[src/hdl/amrf_cfg.svh]
`ifndef AMRF_CFG_SVH
`define AMRF_CFG_SVH

// Register offsets
`define AMRF_ADDR_RES_LO 8'h78
`define AMRF_ADDR_RES_HI 8'h79
`define AMRF_ADDR_SEL 8'h7c
`define AMRF_ADDR_IRQ_STAT 8'h70
`define AMRF_ADDR_IRQ_CLR 8'h71
`define AMRF_ADDR_IRQ_EN 8'h72
`define AMRF_ADDR_CONV_STAT 8'h73

// Selection register fields
`define AMRF_VREF_MSB 7
`define AMRF_VREF_LSB 6
`define AMRF_LEFT_BIT 5
`define AMRF_CHAN_MSB 4
`define AMRF_CHAN_LSB 0

// Event bits of the interrupt registers
`define AMRF_EVT_DONE 0
`define AMRF_EVT_OVERRUN 1
`define AMRF_EVT_REF_WARN 2
`define AMRF_EVT_W 3

// Reset values
`define AMRF_SEL_RST 8'h00
`define AMRF_EVT_RST 3'h0
`define AMRF_RES_RST 10'h000

// Result limits and special channel codes
`define AMRF_SE_MAX 10'h3ff
`define AMRF_DIFF_MAX 10'h1ff
`define AMRF_DIFF_MIN 10'h200
`define AMRF_CH_BANDGAP 5'h1e
`define AMRF_CH_GND 5'h1f

`endif

[src/hdl/amrf_pkg.sv]
package amrf_pkg;

    typedef enum logic [1:0] {
        VREF_EXT = 2'b00,
        VREF_SUPPLY = 2'b01,
        VREF_BG11 = 2'b10,
        VREF_INT256 = 2'b11
    } amrf_vref_t;

    typedef enum logic [1:0] {
        GAIN_1X = 2'b00,
        GAIN_10X = 2'b01,
        GAIN_200X = 2'b10
    } amrf_gain_t;

    typedef enum logic [1:0] {
        SRC_PIN = 2'b00,
        SRC_BANDGAP = 2'b01,
        SRC_GND = 2'b10
    } amrf_src_t;

    typedef enum logic {
        CONV_IDLE = 1'b0,
        CONV_BUSY = 1'b1
    } amrf_conv_state_t;

    typedef struct packed {
        amrf_vref_t vref_select;
        logic left_justify;
        logic [4:0] channel_gain_select;
    } amrf_sel_t;

    typedef struct packed {
        amrf_vref_t vref_select;
        amrf_src_t src;
        logic diff;
        amrf_gain_t gain;
        logic [2:0] pos_pin;
        logic [2:0] neg_pin;
    } amrf_route_t;

endpackage : amrf_pkg

[src/hdl/amrf_route_decode.sv]
`timescale 1ns/10ps
`include "amrf_cfg.svh"

module amrf_route_decode (
    // Selection in
    input wire amrf_pkg::amrf_sel_t sel,
    // Analog routing out
    output amrf_pkg::amrf_route_t route
);
    import amrf_pkg::*;

    logic [4:0] code;

    assign code = sel.channel_gain_select;

    always_comb begin
        route = '{vref_select: sel.vref_select, src: SRC_PIN, diff: 1'b0,
                  gain: GAIN_1X, pos_pin: code[2:0], neg_pin: 3'h0};
        case (code[4:3])
            2'b00: begin
                route.diff = 1'b0;
            end
            2'b01: begin
                // Pairs against pin 0 or pin 2 with 10x or 200x gain
                route.diff = 1'b1;
                route.pos_pin = {1'b0, code[2], code[0]};
                route.neg_pin = {1'b0, code[2], 1'b0};
                route.gain = code[1] ? GAIN_200X : GAIN_10X;
            end
            2'b10: begin
                route.diff = 1'b1;
                route.neg_pin = 3'h1;
            end
            default: begin
                if (code == `AMRF_CH_BANDGAP) begin
                    route.src = SRC_BANDGAP;
                end else if (code == `AMRF_CH_GND) begin
                    route.src = SRC_GND;
                end else begin
                    route.diff = 1'b1;
                    route.neg_pin = 3'h2;
                end
            end
        endcase
    end

endmodule : amrf_route_decode

[src/hdl/amrf_result_sat.sv]
`timescale 1ns/10ps
`include "amrf_cfg.svh"

module amrf_result_sat (
    // Core count and mode
    input wire logic signed [12:0] raw,
    input wire logic diff,
    // Stored result code
    output logic [9:0] code
);
    import amrf_pkg::*;

    always_comb begin
        if (diff) begin
            // Two's complement, clamped to -512..+511
            if (raw > 13'sd511) begin
                code = `AMRF_DIFF_MAX;
            end else if (raw < -13'sd512) begin
                code = `AMRF_DIFF_MIN;
            end else begin
                code = raw[9:0];
            end
        end else begin
            // Unsigned, clamped to 0..1023
            if (raw < 13'sd0) begin
                code = 10'h000;
            end else if (raw > 13'sd1023) begin
                code = `AMRF_SE_MAX;
            end else begin
                code = raw[9:0];
            end
        end
    end

endmodule : amrf_result_sat

[src/hdl/amrf_top.sv]
// How it works
// - Done result readable in low/high registers
// - Single-ended: unsigned 10-bit code, clamped
// - Differential: two's complement, saturating at limits
// - Differential scale is difference*gain*512/reference
// - Differential top result bit is sign
// - Left-justify bit 5 selects result alignment
// - Alignment change shows at once
// - Bits 7:6 choose the reference source
// - Selection writes wait for conversion end
// - Codes 0-7 pins, 1e bandgap, 1f ground
// - Differential pair and gain code decoding
// - Done flag raised in the same cycle as the result update
// - Low read locks results until high read
//
// Implementation choice: strobed register access.
`timescale 1ns/10ps
`include "amrf_cfg.svh"

module amrf_top (
    // Clock, reset, enable
    input wire logic clk,
    input wire logic sys_rst,
    input wire logic ce,
    // Register port
    input wire logic [7:0] addr,
    input wire logic [7:0] wr_data,
    input wire logic wr_en,
    input wire logic rd_en,
    output logic [7:0] rd_data,
    // Converter core
    input wire logic conv_start,
    input wire logic conv_end,
    input wire logic signed [12:0] conv_raw,
    output amrf_pkg::amrf_route_t core_route,
    output logic conv_busy,
    // Interrupt
    output logic irq
);
    import amrf_pkg::*;

    amrf_sel_t sel_reg;
    amrf_sel_t sel_next;
    amrf_route_t route_next;
    amrf_route_t core_route_reg;
    amrf_conv_state_t state_reg;
    amrf_conv_state_t state_next;
    logic [9:0] result_reg;
    logic [9:0] sat_code;
    logic lock_reg;
    logic [`AMRF_EVT_W-1:0] evt_status_reg;
    logic [`AMRF_EVT_W-1:0] evt_enable_reg;
    logic [`AMRF_EVT_W-1:0] evt_set;
    logic [`AMRF_EVT_W-1:0] evt_clr;
    logic [7:0] rd_data_reg;
    logic [7:0] rd_next;
    logic irq_reg;
    logic wr_sel;
    logic rd_lo;
    logic rd_hi;
    logic finish;
    logic accept;
    logic [7:0] res_lo_view;
    logic [7:0] res_hi_view;

    assign wr_sel = wr_en && (addr == `AMRF_ADDR_SEL);
    assign rd_lo = rd_en && (addr == `AMRF_ADDR_RES_LO);
    assign rd_hi = rd_en && (addr == `AMRF_ADDR_RES_HI);
    assign finish = (state_reg == CONV_BUSY) && conv_end;
    // A high read in the same cycle releases the lock before the update
    assign accept = finish && (!lock_reg || rd_hi);

    amrf_route_decode u_decode (
        .sel(sel_reg),
        .route(route_next)
    );

    amrf_result_sat u_sat (
        .raw(conv_raw),
        .diff(core_route_reg.diff),
        .code(sat_code)
    );

    // Selection register
    always_comb begin
        sel_next = sel_reg;
        if (wr_sel) begin
            sel_next.vref_select = amrf_vref_t'(wr_data[`AMRF_VREF_MSB:`AMRF_VREF_LSB]);
            sel_next.left_justify = wr_data[`AMRF_LEFT_BIT];
            sel_next.channel_gain_select = wr_data[`AMRF_CHAN_MSB:`AMRF_CHAN_LSB];
        end
    end

    always_ff @(posedge clk) begin
        if (sys_rst) begin
            sel_reg <= amrf_sel_t'(`AMRF_SEL_RST);
        end else if (ce) begin
            sel_reg <= sel_next;
        end
    end

    // Conversion tracking
    always_comb begin
        state_next = state_reg;
        case (state_reg)
            CONV_IDLE: begin
                if (conv_start) begin
                    state_next = CONV_BUSY;
                end
            end
            CONV_BUSY: begin
                if (conv_end) begin
                    state_next = CONV_IDLE;
                end
            end
            default: begin
                state_next = CONV_IDLE;
            end
        endcase
    end

    always_ff @(posedge clk) begin
        if (sys_rst) begin
            state_reg <= CONV_IDLE;
        end else if (ce) begin
            state_reg <= state_next;
        end
    end

    // Working copy of the routing, frozen while a conversion runs
    always_ff @(posedge clk) begin
        if (sys_rst) begin
            core_route_reg <= '0;
        end else if (ce && state_reg == CONV_IDLE && conv_start) begin
            core_route_reg <= route_next;
        end
    end

    // Result storage with read lock
    always_ff @(posedge clk) begin
        if (sys_rst) begin
            result_reg <= `AMRF_RES_RST;
        end else if (ce && accept) begin
            result_reg <= sat_code;
        end
    end

    always_ff @(posedge clk) begin
        if (sys_rst) begin
            lock_reg <= 1'b0;
        end else if (ce) begin
            if (rd_hi) begin
                lock_reg <= 1'b0;
            end else if (rd_lo) begin
                lock_reg <= 1'b1;
            end
        end
    end

    // Events: done, result dropped under lock, gain code with supply or 1.1 V reference
    assign evt_set[`AMRF_EVT_DONE] = accept;
    assign evt_set[`AMRF_EVT_OVERRUN] = finish && !accept;
    assign evt_set[`AMRF_EVT_REF_WARN] = ce && state_reg == CONV_IDLE && conv_start &&
        route_next.diff && route_next.gain != GAIN_1X &&
        route_next.vref_select != VREF_INT256 && route_next.vref_select != VREF_EXT;
    assign evt_clr = (wr_en && addr == `AMRF_ADDR_IRQ_CLR) ?
        wr_data[`AMRF_EVT_W-1:0] : `AMRF_EVT_RST;

    genvar gi;
    generate
        for (gi = 0; gi < `AMRF_EVT_W; gi = gi + 1) begin : g_evt
            // Set wins over a clear in the same cycle
            always_ff @(posedge clk) begin
                if (sys_rst) begin
                    evt_status_reg[gi] <= 1'b0;
                end else if (ce) begin
                    if (evt_set[gi]) begin
                        evt_status_reg[gi] <= 1'b1;
                    end else if (evt_clr[gi]) begin
                        evt_status_reg[gi] <= 1'b0;
                    end
                end
            end
        end
    endgenerate

    always_ff @(posedge clk) begin
        if (sys_rst) begin
            evt_enable_reg <= `AMRF_EVT_RST;
        end else if (ce && wr_en && addr == `AMRF_ADDR_IRQ_EN) begin
            evt_enable_reg <= wr_data[`AMRF_EVT_W-1:0];
        end
    end

    always_ff @(posedge clk) begin
        if (sys_rst) begin
            irq_reg <= 1'b0;
        end else if (ce) begin
            irq_reg <= |((evt_status_reg | evt_set) & evt_enable_reg);
        end
    end

    // Result views follow the live justify bit
    always_comb begin
        if (sel_reg.left_justify) begin
            res_hi_view = result_reg[9:2];
            res_lo_view = {result_reg[1:0], 6'h00};
        end else begin
            res_hi_view = {6'h00, result_reg[9:8]};
            res_lo_view = result_reg[7:0];
        end
    end

    always_comb begin
        rd_next = 8'h00;
        if (rd_en) begin
            case (addr)
                `AMRF_ADDR_SEL: rd_next = sel_reg;
                `AMRF_ADDR_RES_LO: rd_next = res_lo_view;
                `AMRF_ADDR_RES_HI: rd_next = res_hi_view;
                `AMRF_ADDR_IRQ_STAT: rd_next = {5'h00, evt_status_reg};
                `AMRF_ADDR_IRQ_EN: rd_next = {5'h00, evt_enable_reg};
                `AMRF_ADDR_CONV_STAT: rd_next = {5'h00, core_route_reg.diff, lock_reg,
                    state_reg == CONV_BUSY};
                default: rd_next = 8'h00;
            endcase
        end
    end

    always_ff @(posedge clk) begin
        if (sys_rst) begin
            rd_data_reg <= 8'h00;
        end else if (ce) begin
            rd_data_reg <= rd_next;
        end
    end

    assign rd_data = rd_data_reg;
    assign irq = irq_reg;
    assign core_route = core_route_reg;
    assign conv_busy = (state_reg == CONV_BUSY);

    // Checks
    property p_done_flag;
        @(posedge clk) disable iff (sys_rst)
        ce && accept |=> evt_status_reg[`AMRF_EVT_DONE] && result_reg == $past(sat_code);
    endproperty
    a_done_flag: assert property (p_done_flag) else $error("done without result");

    property p_result_read;
        @(posedge clk) disable iff (sys_rst)
        ce && rd_lo && !sel_reg.left_justify |=> rd_data == $past(result_reg[7:0]) ##1
            ($past(rd_en) || !$past(ce) || rd_data == 8'h00);
    endproperty
    a_result_read: assert property (p_result_read) else $error("low read wrong");

    property p_se_clamp;
        @(posedge clk) disable iff (sys_rst)
        ce && accept && !core_route_reg.diff && conv_raw > 13'sd1023 |=> result_reg == 10'h3ff;
    endproperty
    a_se_clamp: assert property (p_se_clamp) else $error("single clamp wrong");

    property p_diff_clamp;
        @(posedge clk) disable iff (sys_rst)
        ce && accept && core_route_reg.diff && conv_raw < -13'sd512 |=> result_reg == 10'h200;
    endproperty
    a_diff_clamp: assert property (p_diff_clamp) else $error("diff clamp wrong");

    property p_diff_scale;
        @(posedge clk) disable iff (sys_rst)
        ce && accept && core_route_reg.diff && conv_raw == -13'sd400 |=> result_reg == 10'h270;
    endproperty
    a_diff_scale: assert property (p_diff_scale) else $error("diff code wrong");

    property p_sign;
        @(posedge clk) disable iff (sys_rst)
        ce && accept && core_route_reg.diff |=> result_reg[9] == $past(conv_raw[12]);
    endproperty
    a_sign: assert property (p_sign) else $error("sign bit wrong");

    property p_left;
        @(posedge clk) disable iff (sys_rst)
        ce && rd_hi && sel_reg.left_justify && !accept |=> rd_data == $past(result_reg[9:2]);
    endproperty
    a_left: assert property (p_left) else $error("left view wrong");

    property p_justify_now;
        @(posedge clk) disable iff (sys_rst)
        ce && wr_sel && !wr_data[`AMRF_LEFT_BIT] |=> !sel_reg.left_justify;
    endproperty
    a_justify_now: assert property (p_justify_now) else $error("justify late");

    property p_vref;
        @(posedge clk) disable iff (sys_rst)
        ce && state_reg == CONV_IDLE && conv_start |=>
            core_route.vref_select == $past(sel_reg.vref_select);
    endproperty
    a_vref: assert property (p_vref) else $error("reference not taken");

    property p_hold;
        @(posedge clk) disable iff (sys_rst)
        state_reg == CONV_BUSY && !conv_end |=> $stable(core_route_reg);
    endproperty
    a_hold: assert property (p_hold) else $error("route moved mid conversion");

    property p_gnd;
        @(posedge clk) disable iff (sys_rst)
        ce && !conv_busy && conv_start && sel_reg.channel_gain_select == 5'h1f |=>
            core_route.src == SRC_GND && !core_route.diff;
    endproperty
    a_gnd: assert property (p_gnd) else $error("ground code wrong");

    property p_gain;
        @(posedge clk) disable iff (sys_rst)
        ce && !conv_busy && conv_start && sel_reg.channel_gain_select == 5'h0f |=>
            core_route.gain == GAIN_200X && core_route.pos_pin == 3'h3 &&
            core_route.neg_pin == 3'h2;
    endproperty
    a_gain: assert property (p_gain) else $error("gain pair wrong");

    property p_lock;
        @(posedge clk) disable iff (sys_rst)
        lock_reg && !rd_hi |=> $stable(result_reg);
    endproperty
    a_lock: assert property (p_lock) else $error("result changed under lock");

    property p_reset;
        @(posedge clk) sys_rst |=> sel_reg == 8'h00 && rd_data == 8'h00 && !irq;
    endproperty
    a_reset: assert property (p_reset) else $error("reset value wrong");

    property p_capture;
        @(posedge clk) disable iff (sys_rst)
        ce && !conv_busy && conv_start |=> core_route == $past(route_next);
    endproperty
    a_capture: assert property (p_capture) else $error("working copy missed");

    c_done: cover property (@(posedge clk) disable iff (sys_rst) ce && accept);
    c_overrun: cover property (@(posedge clk) disable iff (sys_rst) ce && finish && !accept);
    c_diff: cover property (@(posedge clk) disable iff (sys_rst) accept && core_route_reg.diff);
    c_irq: cover property (@(posedge clk) disable iff (sys_rst) $rose(irq));

endmodule : amrf_top

[config.mk]
export PLATFORM = sky130hd
export DESIGN_NAME = amrf_top
export DESIGN_NICKNAME = d
export VERILOG_FILES = /design/src/hdl/amrf_pkg.sv /design/src/hdl/amrf_route_decode.sv /design/src/hdl/amrf_result_sat.sv /design/src/hdl/amrf_top.sv
export VERILOG_INCLUDE_DIRS = /design/src /design/src/hdl
export SDC_FILE = /design/constraint.sdc
export NUM_CORES = 1
export LEC_CHECK = 0
export BUFFER_PORTS_ARGS = -buffer_cell sky130_fd_sc_hd__buf_2
export CAP_MARGIN = 20
export CORE_MARGIN = 2
export CORE_UTILIZATION = 30
export DETAILED_ROUTE_END_ITERATION = 6
export PLACE_DENSITY_LB_ADDON = 0.1
export SLEW_MARGIN = 15
export SYNTH_ARGS = -nofsm -noshare
export SYNTH_HDL_FRONTEND = slang
export SYNTH_SLANG_ARGS = --single-unit
[constraint.sdc]
create_clock -name clk -period 1.7 [get_ports clk]
set_input_delay 0 -clock clk [delete_from_list [all_inputs] [get_ports clk]]
set_output_delay 0 -clock clk [all_outputs]
set_load 0.1 [all_outputs]
==> impl_metrics.env <==
export IMPL_outcome="complete, no violations"
export IMPL_wl_um=7128
export IMPL_drc=0
export IMPL_finalSetupViolCount=0
export IMPL_grt_usage=0.1646
export IMPL_cts_resized=0
export IMPL_cap_violations=0
export IMPL_cts_setup_buffers=0
export IMPL_synth_area_um2=2462
export IMPL_boundaryPins=59
export IMPL_min_period_over_period=0.8536
export IMPL_critPathArrivalTime_ns=1.70
export IMPL_drive_gt1_frac=0.2563
export IMPL_setup_tns_ns=0
export IMPL_rrSetupSlack_ns=0.25
export IMPL_cts_hold_buf=17
export IMPL_cts_buffer_depth=2
export IMPL_final_antenna_net_count=0
export IMPL_startpoint="sel_reg[3]"
export IMPL_rr_worst_depth=4
export IMPL_design_area_um2=3103
export IMPL_critical_path_class="reg -> reg"
export IMPL_num_rows=33
export IMPL_area_growth_pct=26.02
export IMPL_synth_distinct_cells=52
export IMPL_rsz0062_at_grt="false"
export IMPL_drt_initial_drc_count=110
export IMPL_cts_root_buf="clkbuf_8"
export IMPL_synth_top_cell_area_share=0.3821
export IMPL_chipWidth_um=94.60
export IMPL_async_flop_share=0
export IMPL_post_route_min_period_ns=1.451
export IMPL_wl_met1_um=3439
export IMPL_relSlewSlack=0.6680
export IMPL_avgSynthCellArea_um2=8.610
export IMPL_endpoint_kind="flop"
export IMPL_vias_per_cell=5.047
export IMPL_wl_per_cell_um=15.36
export IMPL_grt_pass1_vias=2170
export IMPL_gp_congestion=0.8447
export IMPL_layout_nets=398
export IMPL_fp_coreArea_um2=8093
export IMPL_syn_nets=325
export IMPL_largest_reg_flops=12
export IMPL_r2r_end="core_route[9]"
export IMPL_antenna_found_initial=0
export IMPL_hp_class="in -> reg"
export IMPL_cts_made_buffers=5
export IMPL_clkLatencyLatePin_ns=0.31
export IMPL_cts_clk_slew_worst_paths_ns=0.09
export IMPL_leakagePower_nw=1.237
export IMPL_synth_edf_count=0
export IMPL_ys_top_cells_by_count="47 x dfxtp_1, 42 x nand2_1, 21 x nor2_1, 17 x inv_1, 16 x mux2i_1"
export IMPL_cts_htree_levels=2
export IMPL_max_clock_freq_ghz=0.6891
export IMPL_hold_viol_final=0
export IMPL_startpoint_type="flop"
export IMPL_synth_cells=286
export IMPL_dr_wl_met2_um=3281
export IMPL_yosys_area_top_type="dfxtp_1"
export IMPL_path_max_fanout=6
export IMPL_drt_pre_antenna_iters=4
export IMPL_hpwl_um=5197
export IMPL_holdWs_ns=0.03682
export IMPL_p_per_area_nw_per_um2=665.7
export IMPL_die_y_um=94.60
export IMPL_ys_seq_area_frac=0.3821
export IMPL_topRoutingLayerUsed="met4"
export IMPL_post_place_ws_ns=0.2449
export IMPL_grt_max_degree=25
export IMPL_cts_sinks=47
export IMPL_ir_worst_vdd_uv=297.4
export IMPL_fin_skew_ns=0.002837
export IMPL_crit_end="core_route[9]"
export IMPL_worst_pin_slew_ns=0.4961
export IMPL_required_ns=1.95
export IMPL_grt_pass1_wl_um=11360
export IMPL_die_area_um2=8948
export IMPL_vias=2342
export IMPL_yosys_register_bits=47
export IMPL_start_util=0.3043
export IMPL_fin_ws_ns=0.2489
export IMPL_tritoncts="yes"
export IMPL_final_core_util=0.3834
export IMPL_postPlaceCellArea_um2=2850
export IMPL_grt_overflow=0
export IMPL_synthTopCellsByArea="dfxtp_1 38%, mux2i_1 6.5%, nand2_1 6.4%"
export IMPL_synth_most_common_cell="dfxtp_1"
export IMPL_worstReg2RegStart="sel_reg[3]"
export IMPL_route_met3_wl_um=343
export IMPL_diodes=0
export IMPL_synth_ff_type="dfxtp_1"
export IMPL_yosys_warnings=0
export IMPL_portBuffers=57
export IMPL_finalMaxSlewViolations=0
## per-stage QoR
step / cells / power (mW)
5_1_grt: 464 / 2.162
2_1_floorplan: 286 / 1.295
4_1_cts: 464 / 2.093
6_report: 464 / 2.066
3_3_place_gp: 440 / 1.380
3_5_place_dp: 440 / 1.379
## area by class of cell
class	count	area, um^2
flip-flops and latches	47	942.2
clock inverters	2	13.76
repair buffers	85	538.0
inverters	17	63.81
multi-input cells	203	1345
clock buffers	5	68.82
fillers	878	4990
well taps	105	131.4
## logic make-up (layout without fill, tap and decap cells)
| kind of cell | after synthesis | in the layout | share of synthesized area |
|---|---|---|---|
| and+or+nand+nor | 109 | 109 | 0.2388 |
| AOI/OAI and AO/OA | 68 | 68 | 0.1992 |
| DFF | 47 | 47 | 0.3821 |
| buffers and inverters | 36 | 109 | 0.07165 |
| muxes | 21 | 21 | 0.08790 |
| adders and majority gates | 3 | 3 | 0.01525 |
| other | 1 | 1 | 0.001523 |
| xor gates and xnor gates | 1 | 1 | 0.003558 |
## power by group
group / total, mW / leakage, nW / internal [mW] / switching, mW
Clock: 0.683 / 0.0440 / 0.282 / 0.401
Combinational: 0.261 / 0.813 / 0.103 / 0.158
Sequential: 1.12 / 0.380 / 1.11 / 0.00982
## routing by layer
| metal | global-route usage | up-vias |
|---|---|---|
| met2 | 0.2649 | 59 |
| met3 | 0.02554 | 5 |
| li1 | - | 1177 |
| met1 | 0.2292 | 1101 |
| met4 | 0.04469 | 0 |
| met5 | 0 | - |
## critical path, cell delays in order (launching register included)
cell,delay [ns]
dfxtp_1,0.44
ha_1,0.22
nand3_1,0.22
or3_1,0.37
a21oi_1,0.13
## worst min-delay path by stage
stage	from	end	slack (ns)	depth (start not counted)
after global placement	wr_data[3]	sel_reg[3]	0.24	3
after CTS	conv_end	conv_busy	0.03	4
after detailed placement	wr_data[7]	sel_reg[7]	0.25	3
after global routing	conv_end	conv_busy	0.05	4
final	conv_end	conv_busy	0.04	4
after floorplan	wr_data[0]	evt_enable_reg[0]	0.14	2
## cells in the final DEF, fill, tap and decap left out, drive strengths merged, types with 9 or more instances in the layout
cell type    count
dfxtp           47
o21ai           12
nand2           42
inv             17
mux2i           16
a221oi          11
dlygate4sd3     17
buf             68
nand3            9
a21oi           14
nor2            21
Note: power is estimated with default switching activity, not from simulation.
